$ cat src/core/wdbus_pkg.sv
// Constants and encodings shared by the watchdog and bus control register bank.
// How it works
// - Decode registers at addresses 0x03, 0x04, 0x05.
// - Bit 6 low keeps watchdog active in stop.
// - Both stop-mode bits together switch watchdog off.
// - Bit 5 selects time-out or window watchdog.
// - Bit 4 restarts watchdog after bus wake.
// - Period field bits 2:0, bit 3 reserved, device-updatable.
// - Reset 0x14; restart reloads bits 6,3,2:0.
// - Reserved bits always read as zero.
// - Two mode bits select transceiver operating mode.
// - Bus mode resets zero; restart loads cause value.
// - Fail-safe forces bus mode 01, external wake load.
// - Bit 5 selects low or high peak threshold.
// - Peak bit writable only in init or normal.
// - Blocked peak write raises no failure or interrupt.
// - Peak register resets zero; restart keeps bit 5.
// - Global enable lets all status raise interrupt.
`default_nettype none
package wdbus_pkg;
	localparam logic [6:0] ADDR_WDOG = 7'h03;
	localparam logic [6:0] ADDR_BUS = 7'h04;
	localparam logic [6:0] ADDR_PEAK = 7'h05;
	localparam logic [7:0] WDOG_RESET = 8'h14;
	localparam logic [7:0] BUS_RESET = 8'h00;
	localparam logic [7:0] PEAK_RESET = 8'h00;
	localparam logic [2:0] WDOG_PERIOD_RESTART = 3'h4;
	localparam int WDOG_CHECKSUM_BIT = 7;
	localparam int WDOG_STOP_OFF_BIT = 6;
	localparam int WDOG_WINDOW_BIT = 5;
	localparam int WDOG_BUS_WAKE_BIT = 4;
	localparam int WDOG_RESERVED_BIT = 3;
	localparam int PEAK_SELECT_BIT = 5;
	typedef enum logic [1:0] {can_off, can_wake_capable, can_receive_only, can_normal} can_mode_e;
	localparam can_mode_e CAN_FAILSAFE = can_wake_capable;
endpackage
`default_nettype wire

$ cat src/core/wdog_cfg_if.sv
// Signals between the register bank and its watchdog control register.
`default_nettype none
interface wdog_cfg_if;
	logic host_wr;
	logic [7:0] host_data;
	logic soft_reset;
	logic restart;
	logic dev_period_wr;
	logic [2:0] dev_period;
	logic dev_stop_off_wr;
	logic dev_stop_off;
	logic dev_bus_wake_wr;
	logic dev_bus_wake;
	logic [7:0] value;
	logic parity_err;
	modport regs (
		input host_wr, host_data, soft_reset, restart, dev_period_wr, dev_period,
		input dev_stop_off_wr, dev_stop_off, dev_bus_wake_wr, dev_bus_wake,
		output value, parity_err
	);
	modport ctrl (
		output host_wr, host_data, soft_reset, restart, dev_period_wr, dev_period,
		output dev_stop_off_wr, dev_stop_off, dev_bus_wake_wr, dev_bus_wake,
		input value, parity_err
	);
endinterface
`default_nettype wire

$ cat src/core/wdog_ctrl_reg.sv
// Watchdog control register with checksum check and device-side updates.
`default_nettype none
module wdog_ctrl_reg (
	input wire logic mclk,
	input wire logic rst_n,
	wdog_cfg_if.regs cfg
);
	logic [7:0] value_reg;
	logic [7:0] value_next;
	logic parity_err_reg;
	logic parity_ok;

	assign parity_ok = ~^cfg.host_data;

	always_comb
	begin
		value_next = value_reg;
		if (cfg.host_wr && parity_ok)
		begin
			value_next = cfg.host_data;
		end
		// Device updates are applied after the host write so they win over it.
		if (cfg.dev_period_wr)
		begin
			value_next[2:0] = cfg.dev_period;
		end
		if (cfg.dev_stop_off_wr)
		begin
			value_next[wdbus_pkg::WDOG_STOP_OFF_BIT] = cfg.dev_stop_off;
		end
		if (cfg.dev_bus_wake_wr)
		begin
			value_next[wdbus_pkg::WDOG_BUS_WAKE_BIT] = cfg.dev_bus_wake;
		end
		value_next[wdbus_pkg::WDOG_RESERVED_BIT] = 1'b0;
		if (cfg.restart)
		begin
			// Restart outranks host and device updates, so bits 7, 5 and 4 keep their old value.
			value_next = value_reg;
			value_next[wdbus_pkg::WDOG_STOP_OFF_BIT] = 1'b0;
			value_next[wdbus_pkg::WDOG_RESERVED_BIT] = 1'b0;
			value_next[2:0] = wdbus_pkg::WDOG_PERIOD_RESTART;
		end
		if (cfg.soft_reset)
		begin
			value_next = wdbus_pkg::WDOG_RESET;
		end
	end

	always_ff @(posedge mclk or negedge rst_n)
	begin
		if (!rst_n)
			value_reg <= wdbus_pkg::WDOG_RESET;
		else
			value_reg <= value_next;
	end

	// The flag stays up until a correctly checksummed write is accepted or a soft reset clears it.
	always_ff @(posedge mclk or negedge rst_n)
	begin
		if (!rst_n)
			parity_err_reg <= 1'b0;
		else if (cfg.soft_reset)
			parity_err_reg <= 1'b0;
		else if (cfg.host_wr)
			parity_err_reg <= ~parity_ok;
	end

	assign cfg.value = value_reg;
	assign cfg.parity_err = parity_err_reg;

	property p_odd_write_kept;
		@(posedge mclk) disable iff (!rst_n)
		(cfg.host_wr && !parity_ok && !cfg.soft_reset && !cfg.restart && !cfg.dev_period_wr
			&& !cfg.dev_stop_off_wr && !cfg.dev_bus_wake_wr) |=> $stable(value_reg);
	endproperty
	a_odd_write_kept: assert property (p_odd_write_kept) else $error("odd write changed wdog");

	property p_restart_reload;
		@(posedge mclk) disable iff (!rst_n)
		(cfg.restart && !cfg.soft_reset) |=> (value_reg[2:0] == wdbus_pkg::WDOG_PERIOD_RESTART)
			&& !value_reg[wdbus_pkg::WDOG_STOP_OFF_BIT]
			&& !value_reg[wdbus_pkg::WDOG_RESERVED_BIT]
			&& (value_reg[5:4] == $past(value_reg[5:4]));
	endproperty
	a_restart_reload: assert property (p_restart_reload) else $error("restart reload wrong");
endmodule
`default_nettype wire

$ cat src/core/sbc_ctrl_regs.sv
// Register bank for watchdog setup, transceiver mode and peak-current threshold.
`default_nettype none
module sbc_ctrl_regs (
	input wire logic mclk,
	input wire logic rst_n,
	input wire logic soft_reset,
	input wire logic restart_entry,
	input wire logic failsafe_entry,
	input wire logic [1:0] restart_can,
	input wire logic mode_init,
	input wire logic mode_normal,
	input wire logic mode_stop,
	input wire logic wr_en,
	input wire logic rd_en,
	input wire logic [6:0] addr,
	input wire logic [7:0] wdata,
	output logic [7:0] rdata,
	input wire logic dev_period_wr,
	input wire logic [2:0] dev_period,
	input wire logic dev_stop_off_wr,
	input wire logic dev_stop_off,
	input wire logic dev_bus_wake_wr,
	input wire logic dev_bus_wake,
	input wire logic dev_can_wr,
	input wire logic [1:0] dev_can,
	input wire logic stop_mode_wdog_off_hi,
	input wire logic int_global,
	input wire logic status_pending,
	input wire logic wake_pending,
	output logic window_type_select,
	output logic wdog_restart_on_bus_wake,
	output logic [2:0] wdog_period_field,
	output logic stop_mode_wdog_off_lo,
	output logic wdog_off_in_stop,
	output logic wdog_cfg_invalid,
	output logic [1:0] can_mode,
	output logic peak_threshold_select,
	output logic external_wake_failsafe_load,
	output logic int_req
);
	wdog_cfg_if wdog_if ();

	logic [1:0] can_reg;
	logic peak_reg;
	logic [7:0] rdata_reg;
	logic off_reg;
	logic ext_load_reg;
	logic int_reg;
	logic wr_wdog;
	logic wr_bus;
	logic wr_peak;
	logic peak_writable;

	assign wr_wdog = wr_en && (addr == wdbus_pkg::ADDR_WDOG);
	assign wr_bus = wr_en && (addr == wdbus_pkg::ADDR_BUS);
	assign wr_peak = wr_en && (addr == wdbus_pkg::ADDR_PEAK);
	// Stop is tested on its own as well, so a mode overlap during a transition still blocks writes.
	assign peak_writable = (mode_init || mode_normal) && !mode_stop;

	assign wdog_if.host_wr = wr_wdog;
	assign wdog_if.host_data = wdata;
	assign wdog_if.soft_reset = soft_reset;
	assign wdog_if.restart = restart_entry;
	assign wdog_if.dev_period_wr = dev_period_wr;
	assign wdog_if.dev_period = dev_period;
	assign wdog_if.dev_stop_off_wr = dev_stop_off_wr;
	assign wdog_if.dev_stop_off = dev_stop_off;
	assign wdog_if.dev_bus_wake_wr = dev_bus_wake_wr;
	assign wdog_if.dev_bus_wake = dev_bus_wake;

	wdog_ctrl_reg wdog_ctrl_reg_inst (
		.mclk(mclk),
		.rst_n(rst_n),
		.cfg(wdog_if.regs)
	);

	// Transceiver mode: soft reset, then restart, then fail-safe, then device, then host.
	always_ff @(posedge mclk or negedge rst_n)
	begin
		if (!rst_n)
			can_reg <= wdbus_pkg::BUS_RESET[1:0];
		else if (soft_reset)
			can_reg <= wdbus_pkg::BUS_RESET[1:0];
		else if (restart_entry)
			can_reg <= restart_can;
		else if (failsafe_entry)
			can_reg <= wdbus_pkg::CAN_FAILSAFE;
		else if (dev_can_wr)
			can_reg <= dev_can;
		else if (wr_bus)
			can_reg <= wdata[1:0];
	end

	// A stop-mode write is dropped silently: no failure flag and no interrupt follow it.
	always_ff @(posedge mclk or negedge rst_n)
	begin
		if (!rst_n)
			peak_reg <= wdbus_pkg::PEAK_RESET[wdbus_pkg::PEAK_SELECT_BIT];
		else if (soft_reset)
			peak_reg <= wdbus_pkg::PEAK_RESET[wdbus_pkg::PEAK_SELECT_BIT];
		else if (wr_peak && peak_writable && !restart_entry)
			peak_reg <= wdata[wdbus_pkg::PEAK_SELECT_BIT];
	end

	// The external wake register lives elsewhere; it is told to load its fail-safe value.
	always_ff @(posedge mclk or negedge rst_n)
	begin
		if (!rst_n)
			ext_load_reg <= 1'b0;
		else
			ext_load_reg <= failsafe_entry && !soft_reset && !restart_entry;
	end

	always_ff @(posedge mclk or negedge rst_n)
	begin
		if (!rst_n)
			off_reg <= 1'b0;
		else
			off_reg <= wdog_if.value[wdbus_pkg::WDOG_STOP_OFF_BIT] && stop_mode_wdog_off_hi;
	end

	always_ff @(posedge mclk or negedge rst_n)
	begin
		if (!rst_n)
			int_reg <= 1'b0;
		else
			int_reg <= wake_pending || (int_global && status_pending);
	end

	// Readback; unmapped addresses and every reserved bit read as zero.
	always_ff @(posedge mclk or negedge rst_n)
	begin
		if (!rst_n)
			rdata_reg <= 8'h00;
		else if (rd_en)
		begin
			unique case (addr)
				wdbus_pkg::ADDR_WDOG: rdata_reg <= wdog_if.value;
				wdbus_pkg::ADDR_BUS: rdata_reg <= {6'h00, can_reg};
				wdbus_pkg::ADDR_PEAK: rdata_reg <= {2'h0, peak_reg, 5'h00};
				default: rdata_reg <= 8'h00;
			endcase
		end
	end

	assign rdata = rdata_reg;
	assign window_type_select = wdog_if.value[wdbus_pkg::WDOG_WINDOW_BIT];
	assign wdog_restart_on_bus_wake = wdog_if.value[wdbus_pkg::WDOG_BUS_WAKE_BIT];
	assign wdog_period_field = wdog_if.value[2:0];
	assign stop_mode_wdog_off_lo = wdog_if.value[wdbus_pkg::WDOG_STOP_OFF_BIT];
	assign wdog_off_in_stop = off_reg;
	assign wdog_cfg_invalid = wdog_if.parity_err;
	assign can_mode = can_reg;
	assign peak_threshold_select = peak_reg;
	assign external_wake_failsafe_load = ext_load_reg;
	assign int_req = int_reg;

	property p_soft_reset_values;
		@(posedge mclk) disable iff (!rst_n)
		soft_reset |=> (wdog_if.value == wdbus_pkg::WDOG_RESET)
			&& (can_reg == wdbus_pkg::BUS_RESET[1:0]) && !peak_reg;
	endproperty
	a_soft_reset_values: assert property (p_soft_reset_values) else $error("soft reset values");

	property p_restart_can;
		@(posedge mclk) disable iff (!rst_n)
		(restart_entry && !soft_reset) |=> (can_reg == $past(restart_can)) && $stable(peak_reg);
	endproperty
	a_restart_can: assert property (p_restart_can) else $error("restart bus values wrong");

	property p_failsafe;
		@(posedge mclk) disable iff (!rst_n)
		(failsafe_entry && !soft_reset && !restart_entry)
			|=> ((can_reg == wdbus_pkg::CAN_FAILSAFE) && external_wake_failsafe_load)
			##1 (!external_wake_failsafe_load || $past(failsafe_entry));
	endproperty
	a_failsafe: assert property (p_failsafe) else $error("fail-safe load wrong");

	property p_peak_stop_kept;
		@(posedge mclk) disable iff (!rst_n)
		(wr_peak && !mode_init && !mode_normal && !soft_reset) |=> $stable(peak_reg);
	endproperty
	a_peak_stop_kept: assert property (p_peak_stop_kept) else $error("peak changed in stop");

	property p_peak_written;
		@(posedge mclk) disable iff (!rst_n)
		(wr_peak && mode_normal && !soft_reset && !restart_entry)
			|=> peak_reg == $past(wdata[wdbus_pkg::PEAK_SELECT_BIT]);
	endproperty
	a_peak_written: assert property (p_peak_written) else $error("peak write lost");

	property p_device_wins;
		@(posedge mclk) disable iff (!rst_n)
		(dev_can_wr && wr_bus && !soft_reset && !restart_entry && !failsafe_entry)
			|=> can_reg == $past(dev_can);
	endproperty
	a_device_wins: assert property (p_device_wins) else $error("host beat device");

	property p_bus_written;
		@(posedge mclk) disable iff (!rst_n)
		(wr_bus && !dev_can_wr && !soft_reset && !restart_entry && !failsafe_entry)
			|=> can_reg == $past(wdata[1:0]);
	endproperty
	a_bus_written: assert property (p_bus_written) else $error("bus mode write lost");

	property p_reserved_zero;
		@(posedge mclk) disable iff (!rst_n)
		(rd_en && addr == wdbus_pkg::ADDR_PEAK) ##1 1'b1 |-> (rdata[7:6] == 2'h0)
			&& (rdata[4:0] == 5'h00);
	endproperty
	a_reserved_zero: assert property (p_reserved_zero) else $error("reserved bit set");

	property p_stop_off;
		@(posedge mclk) disable iff (!rst_n)
		(stop_mode_wdog_off_lo && stop_mode_wdog_off_hi) |=> wdog_off_in_stop;
	endproperty
	a_stop_off: assert property (p_stop_off) else $error("stop deactivation missed");

	property p_int_gate;
		@(posedge mclk) disable iff (!rst_n)
		(status_pending && !wake_pending) |=> int_req == $past(int_global);
	endproperty
	a_int_gate: assert property (p_int_gate) else $error("interrupt gating wrong");
endmodule
`default_nettype wire

$ cat config.mk
export PLATFORM = sky130hd
export DESIGN_NAME = sbc_ctrl_regs
export DESIGN_NICKNAME = d
export VERILOG_FILES = /design/src/core/wdbus_pkg.sv /design/src/core/wdog_cfg_if.sv /design/src/core/wdog_ctrl_reg.sv /design/src/core/sbc_ctrl_regs.sv
export SDC_FILE = /design/constraint.sdc
export NUM_CORES = 1
export LEC_CHECK = 0
export BUFFER_PORTS_ARGS = -buffer_cell sky130_fd_sc_hd__buf_4
export CORE_MARGIN = 2
export CORE_UTILIZATION = 40
export DETAILED_ROUTE_END_ITERATION = 10
export PLACE_DENSITY = 0.74
export SLEW_MARGIN = 30
export SYNTH_ARGS = -nofsm -noshare
export SYNTH_HDL_FRONTEND = slang
export SYNTH_SLANG_ARGS = --single-unit
$ cat constraint.sdc
create_clock -name mclk -period 0.96 [get_ports mclk]
set_input_delay 0.192 -clock mclk [delete_from_list [all_inputs] [get_ports mclk]]
set_output_delay 0.192 -clock mclk [all_outputs]
set_load 0.03 [all_outputs]
Yosys cells after proc, flatten, opt, wreduce, memory -nomap -nowiden
Cells that the tools add are included.

ROM bits: 0. Memory bits (writable): 0. Flip-flop bits (word level): 23. Memories: 0. Latch bits: 0. Input bits: 42. Output and inout bits: 21.

Bitwise operators: 1. Muxes and demuxes: 16. Div/mod/pow operators: 0. Eq/ne operators: 4. $mul: 0. $add $sub $neg: 0. Shift-type cells: 0. Reductions and logical operators: 26. Order comparisons: 0.

Operators with widths (number): $mux W8 (3); $pmux W8 S3 (1); $eq A7 B3 Y1 const B (2); $logic_and A1 B1 Y1 (11); $mux W2 (5); $reduce_bool A4 Y1 (2); $reduce_xnor A8 Y1 (1); $eq A7 B2 Y1 const B (1); $mux W1 (6); $reduce_bool A2 Y1 (3); $reduce_bool A5 Y1 (1); $reduce_and A2 Y1 (2); $logic_not A1 Y1 (3); $mux W3 (1); $reduce_bool A3 Y1 (1); $logic_or A1 B1 Y1 (2); $ne A2 B2 Y1 const B (1); $not A1 Y1 (1).

Longest topological paths before layout
Depth after elaboration: 7. Mapped depth: 6. Mapped depth without buffers: 5.

By module
A second synthesis with hierarchy kept.

Cells, all modules: 119. Area, all modules: 1196.1 sq um.

Modules (own cells, without submodules): sbc_ctrl_regs (sequential area each 350.3 sq um, area each 681.9 sq um, times used 1, cells each 60); wdog_ctrl_reg (sequential area each 202.7 sq um, area each 514.2 sq um, times used 1, cells each 59).

Least setup slack after synthesis
No wires, ideal clock.

Path kind: input -> register. Start: in addr[5]. End: reg wdog_ctrl_reg_inst.value_reg[0], in the netlist wdog_ctrl_reg_inst.cfg.value[0]. Stages on the path: 5. Setup time: 0.099 ns. Buffers on the path: 0. Setup slack: -0.397 ns. Arrival time: 1.257 ns. Data required time: 0.861 ns. Cell sequence: nor4_2 > nand2_1 > nor2_2 > nand3_1 > a311oi_1.

Longest elaborated chain between the ends: 4.

RTL lines: start: declaration (RTL line sbc_ctrl_regs.sv:15) `input wire logic [6:0] addr,`; $eq A7 B2 Y1 (RTL line sbc_ctrl_regs.sv:54) `assign wr_wdog = wr_en && (addr == wdbus_pkg::ADDR_WDOG);`; $logic_and A1 B1 Y1 (RTL line sbc_ctrl_regs.sv:54); $logic_and A1 B1 Y1 (RTL line wdog_ctrl_reg.sv:18) `if (cfg.host_wr && parity_ok)`; $reduce_bool A4 Y1 (no line); end signal: assignment (RTL line wdog_ctrl_reg.sv:53) `value_reg <= wdbus_pkg::WDOG_RESET;`; end signal: assignment (RTL line wdog_ctrl_reg.sv:55) `value_reg <= value_next;`; end: declaration (RTL line wdog_ctrl_reg.sv:8) `logic [7:0] value_reg;`.

No other way between the ends. A chain may end at the register's enable or synchronous reset.

Worst setup path after layout
Start: reg wdog_ctrl_reg_inst.value_reg[4], in the netlist wdog_ctrl_reg_inst.cfg.value[4]. End: out wdog_restart_on_bus_wake.

RTL lines: end: declaration (RTL line sbc_ctrl_regs.sv:31) `output logic wdog_restart_on_bus_wake,`.

No word-level cell between the ends.

==> results.py <==
metrics = {
    "status": {
        "status": "finished, violations left",
        "violations": "design-rule violations, negative setup slack",
    },
    "floorplan": {
        "die_y_microns": 58.1,
        "row_count": 19,
        "die_area_sq_um": 3370,
        "die-width_microns": 58.1,
        "ioPinCount": 63,
        "initial_core_util_pct": 42.4,
        "fp.coreArea_sq_um": 2760,
    },
    "layout": {
        "nFillCells": 84,
        "drive_above_1_share_pct": 68.3,
        "synthToLayoutAreaGrowth_pct": 121,
        "finish.instance_area_sq_um": 2580,
        "antenna_cells": 0,
        "final_util_pct": 93.5,
        "fin_nets": 283,
    },
    "placed_design": {
        "dpl.hpwl_mm": 2.81,
        "io_buffers": 61,
        "placed_area_sq_um": 1910,
        "routabilityCongestion": 0.823,
    },
    "timing": {
        "fmax_ghz": 0.768,
        "fin_ws_ps": -342,
        "finClkSkew_ps": 14.0,
        "hold_viol": 0,
        "slew_violations": 0,
        "rsz0062_at_grt": "true",
        "finalCritPeriodShare_pct": 136,
        "fin_crit_ps": 1300,
        "setup_viol": 37,
    },
    "power": {
        "leakage_nw": 1.17,
        "peakVddDrop_uv": 1170,
        "power.density_nw_per_um2": 1000,
    },
    "synth": {
        "yosysUniqueCellTypes": 37,
        "syn-cell-area_sq_um": 1170,
        "synth.ff_latch_count": 21,
        "yosysSeqAreaShare_pct": 45.2,
        "synth_area_per_cell_sq_um": 9.27,
        "yosys_warnings": 0,
        "synthCells": 126,
        "syn_nets": 168,
    },
    "global_routing": {
        "antenna_found_initial": 0,
        "grtUsageTotal_pct": 29.4,
        "grt_pass1_wl_mm": 7.41,
        "overflow": 0,
        "grt_max_degree": 22,
        "grt_pass1_vias": 1600,
    },
    "detailed_routing": {
        "wl_met1_mm": 1.96,
        "first_pass_iters": 7,
        "wl_per_cell_microns": 22.5,
        "top_layer": "met4",
        "wl_met3_microns": 566,
        "drc": 1,
        "drt-total-wl_mm": 6.11,
        "dr_wl_met2_mm": 3.13,
        "drtAntennaViolNets": 0,
        "viasPerCell": 6.05,
        "vias": 1639,
        "drtIter0Drc": 55,
    },
    "clock_network": {
        "clkSinkCount": 21,
        "clk_latency_ps": 330,
        "clockRootBuffer": "clkbuf_4",
        "path_clk_slew_ps": 120,
        "htree_levels": 1,
        "cts_buffers": 3,
        "cts_tree": "done",
        "clk_path_buf_depth": 2,
    },
    "setup_path": {
        "slowest_delay_ps": 570,
        "slowest_stage": "dfstp_2",
        "crit_buf_inv": 2,
        "critPathLaunch": "wdog_ctrl_reg_inst.cfg.value[4]",
        "worstPathArrival_ps": 1110,
        "reg2reg_setup_slack_ps": -220,
        "cp.depth": 2,
        "reg2reg_to": "wdog_ctrl_reg_inst.cfg.value[4]",
        "path_cells": "buf_6 -> buf_6",
        "crit_path_end": "wdog_restart_on_bus_wake",
        "worst-r2r-cell-count": 4,
        "path_class": "register to output port",
        "cp.required_ps": 770,
        "crit_family": "flip-flops",
        "worstSetupEndpointType": "output port",
        "reg2reg_from": "wdog_ctrl_reg_inst.cfg.value[4]",
        "worstSetupStartpointType": "register",
        "cp_common_cell": "buf_6",
        "critical_path.max_fanout": 2,
    },
    "min_path": {
        "hold_class": "input pin to register",
    },
    "run": {
        "maxCapViolCount": 0,
    },
}
[power by group]
| part | leakage, nW | switching (mW) | internal [mW] |
|---|---|---|---|
| clock | 0.0150 | 0.325 | 0.163 |
| sequential | 0.280 | 0.0186 | 0.908 |
| combinational | 0.872 | 0.560 | 0.613 |
| total | 1.17 | 0.903 | 1.68 |
[cell families after synthesis]
logic type             Yosys count  share of synthesized area [%]
multiplexers                     3                           2.57
AND/OR/NAND/NOR                 42                           18.1
buffers and inverters           17                           6.74
AO/OA/AOI/OAI                   34                           18.5
flip-flops                      21                           45.2
XOR/XNOR                         8                           8.57
other                            1                          0.321
[per-layer routing]
layer | global-route usage (%) | vias to the layer above
li1 | - | 676
met1 | 33.0 | 754
met2 | 55.4 | 160
met3 | 3.57 | 49
met4 | 12.3 | 0
met5 | 0 | -
[cell type report]
cell class,instances,area [sq um],share of cell area (%)
flip-flops and latches,21,528,20.5
inverters,12,47.5,1.84
repair buffers,115,1040,40.3
clock buffers,4,26.3,1.02
well taps,31,38.8,1.50
multi-input cells,88,897,34.8
[per-stage QoR]
stage	power [mW]	worst slack (ps)	TNS, ps	cells	hold WS, ps
after detailed placement	1.59	-609	-7590	236	90.9
after global routing	2.65	-358	-6230	271	53.5
final	2.59	-342	-5460	271	44.3
after global placement	1.57	-531	-6860	236	84.2
after CTS	2.28	-302	-3850	262	65.2
after floorplan	1.25	-310	-2660	126	-104
[Yosys cell counts]
master | n | share of area [%]
dfrtp_1 | 19 | 41
inv_1 | 12 | 3.9
nand2_1 | 12 | 3.9
nor2_1 | 10 | 3.2
o21ai_0 | 8 | 3.4
a21oi_1 | 6 | 2.6
nand3_1 | 5 | 2.1
buf_4 | 4 | 2.6
xnor2_1 | 4 | 3.0
a311oi_1 | 3 | 2.2
mux2i_1 | 3 | 2.6
nor3_1 | 3 | 1.3
o21ai_1 | 3 | 1.3
o22ai_1 | 3 | 1.6
o31ai_1 | 3 | 1.9
xnor2_2 | 3 | 4.2
a22oi_1 | 2 | 1.3
dfstp_2 | 2 | 4.5
nand4_1 | 2 | 1.1
nor4_1 | 2 | 1.1
a211oi_1 | 1 | 0.64
a21o_1 | 1 | 0.64
a2bb2oi_1 | 1 | 0.75
a31oi_1 | 1 | 0.54
and2_1 | 1 | 0.54
and3_1 | 1 | 0.54
clkbuf_1 | 1 | 0.32
conb_1 | 1 | 0.32
nand3b_1 | 1 | 0.64
nor2_2 | 1 | 0.54
nor3b_1 | 1 | 0.64
nor4_2 | 1 | 1.1
o311a_1 | 1 | 0.86
o41ai_1 | 1 | 0.75
or2_2 | 1 | 0.54
or4bb_1 | 1 | 0.96
xor2_2 | 1 | 1.4
[worst min path at each step]
stage | startpoint | end | slack [ps] | cells past startpoint
final | wake_pending | int_req | 40 | 2
after global routing | wake_pending | int_req | 50 | 2
after CTS | wake_pending | int_req | 70 | 2
after detailed placement | rst_n | rdata[5] | 90 | 1
after global placement | rst_n | rdata[4] | 80 | 1
after floorplan | rst_n | can_mode[0] | -100 | 0
[cells in the final DEF, fill, tap and decap left out, drive strengths merged, types with 2 or more instances in the layout]
cell type	n
buf	114
dfrtp	19
inv	12
nand2	12
nor2	11
o21ai	11
xnor2	7
a21oi	6
nand3	5
clkbuf	4
nor4	3
nor3	3
a311oi	3
mux2i	3
o31ai	3
o22ai	3
nand4	2
a22oi	2
dfstp	2
[worst register-to-register path, delay by kind of cell (launching register included)]
family / cells / cell delay (ps)
flops: 1 / 570
compound gates: 3 / 420
buf+inv: 1 / 120
[timing repair]
action / CTS / global route
resized for setup: 59 / 33
pin swaps: 25 / 19
endpoints found under the setup margin: 31 / 38
hold buffers: 1 / 0
setup buffers: 22 / 12
endpoints found under the hold margin: 19 / 0
gates cloned: 0 / 0
Power figures use the tool's default switching activity.
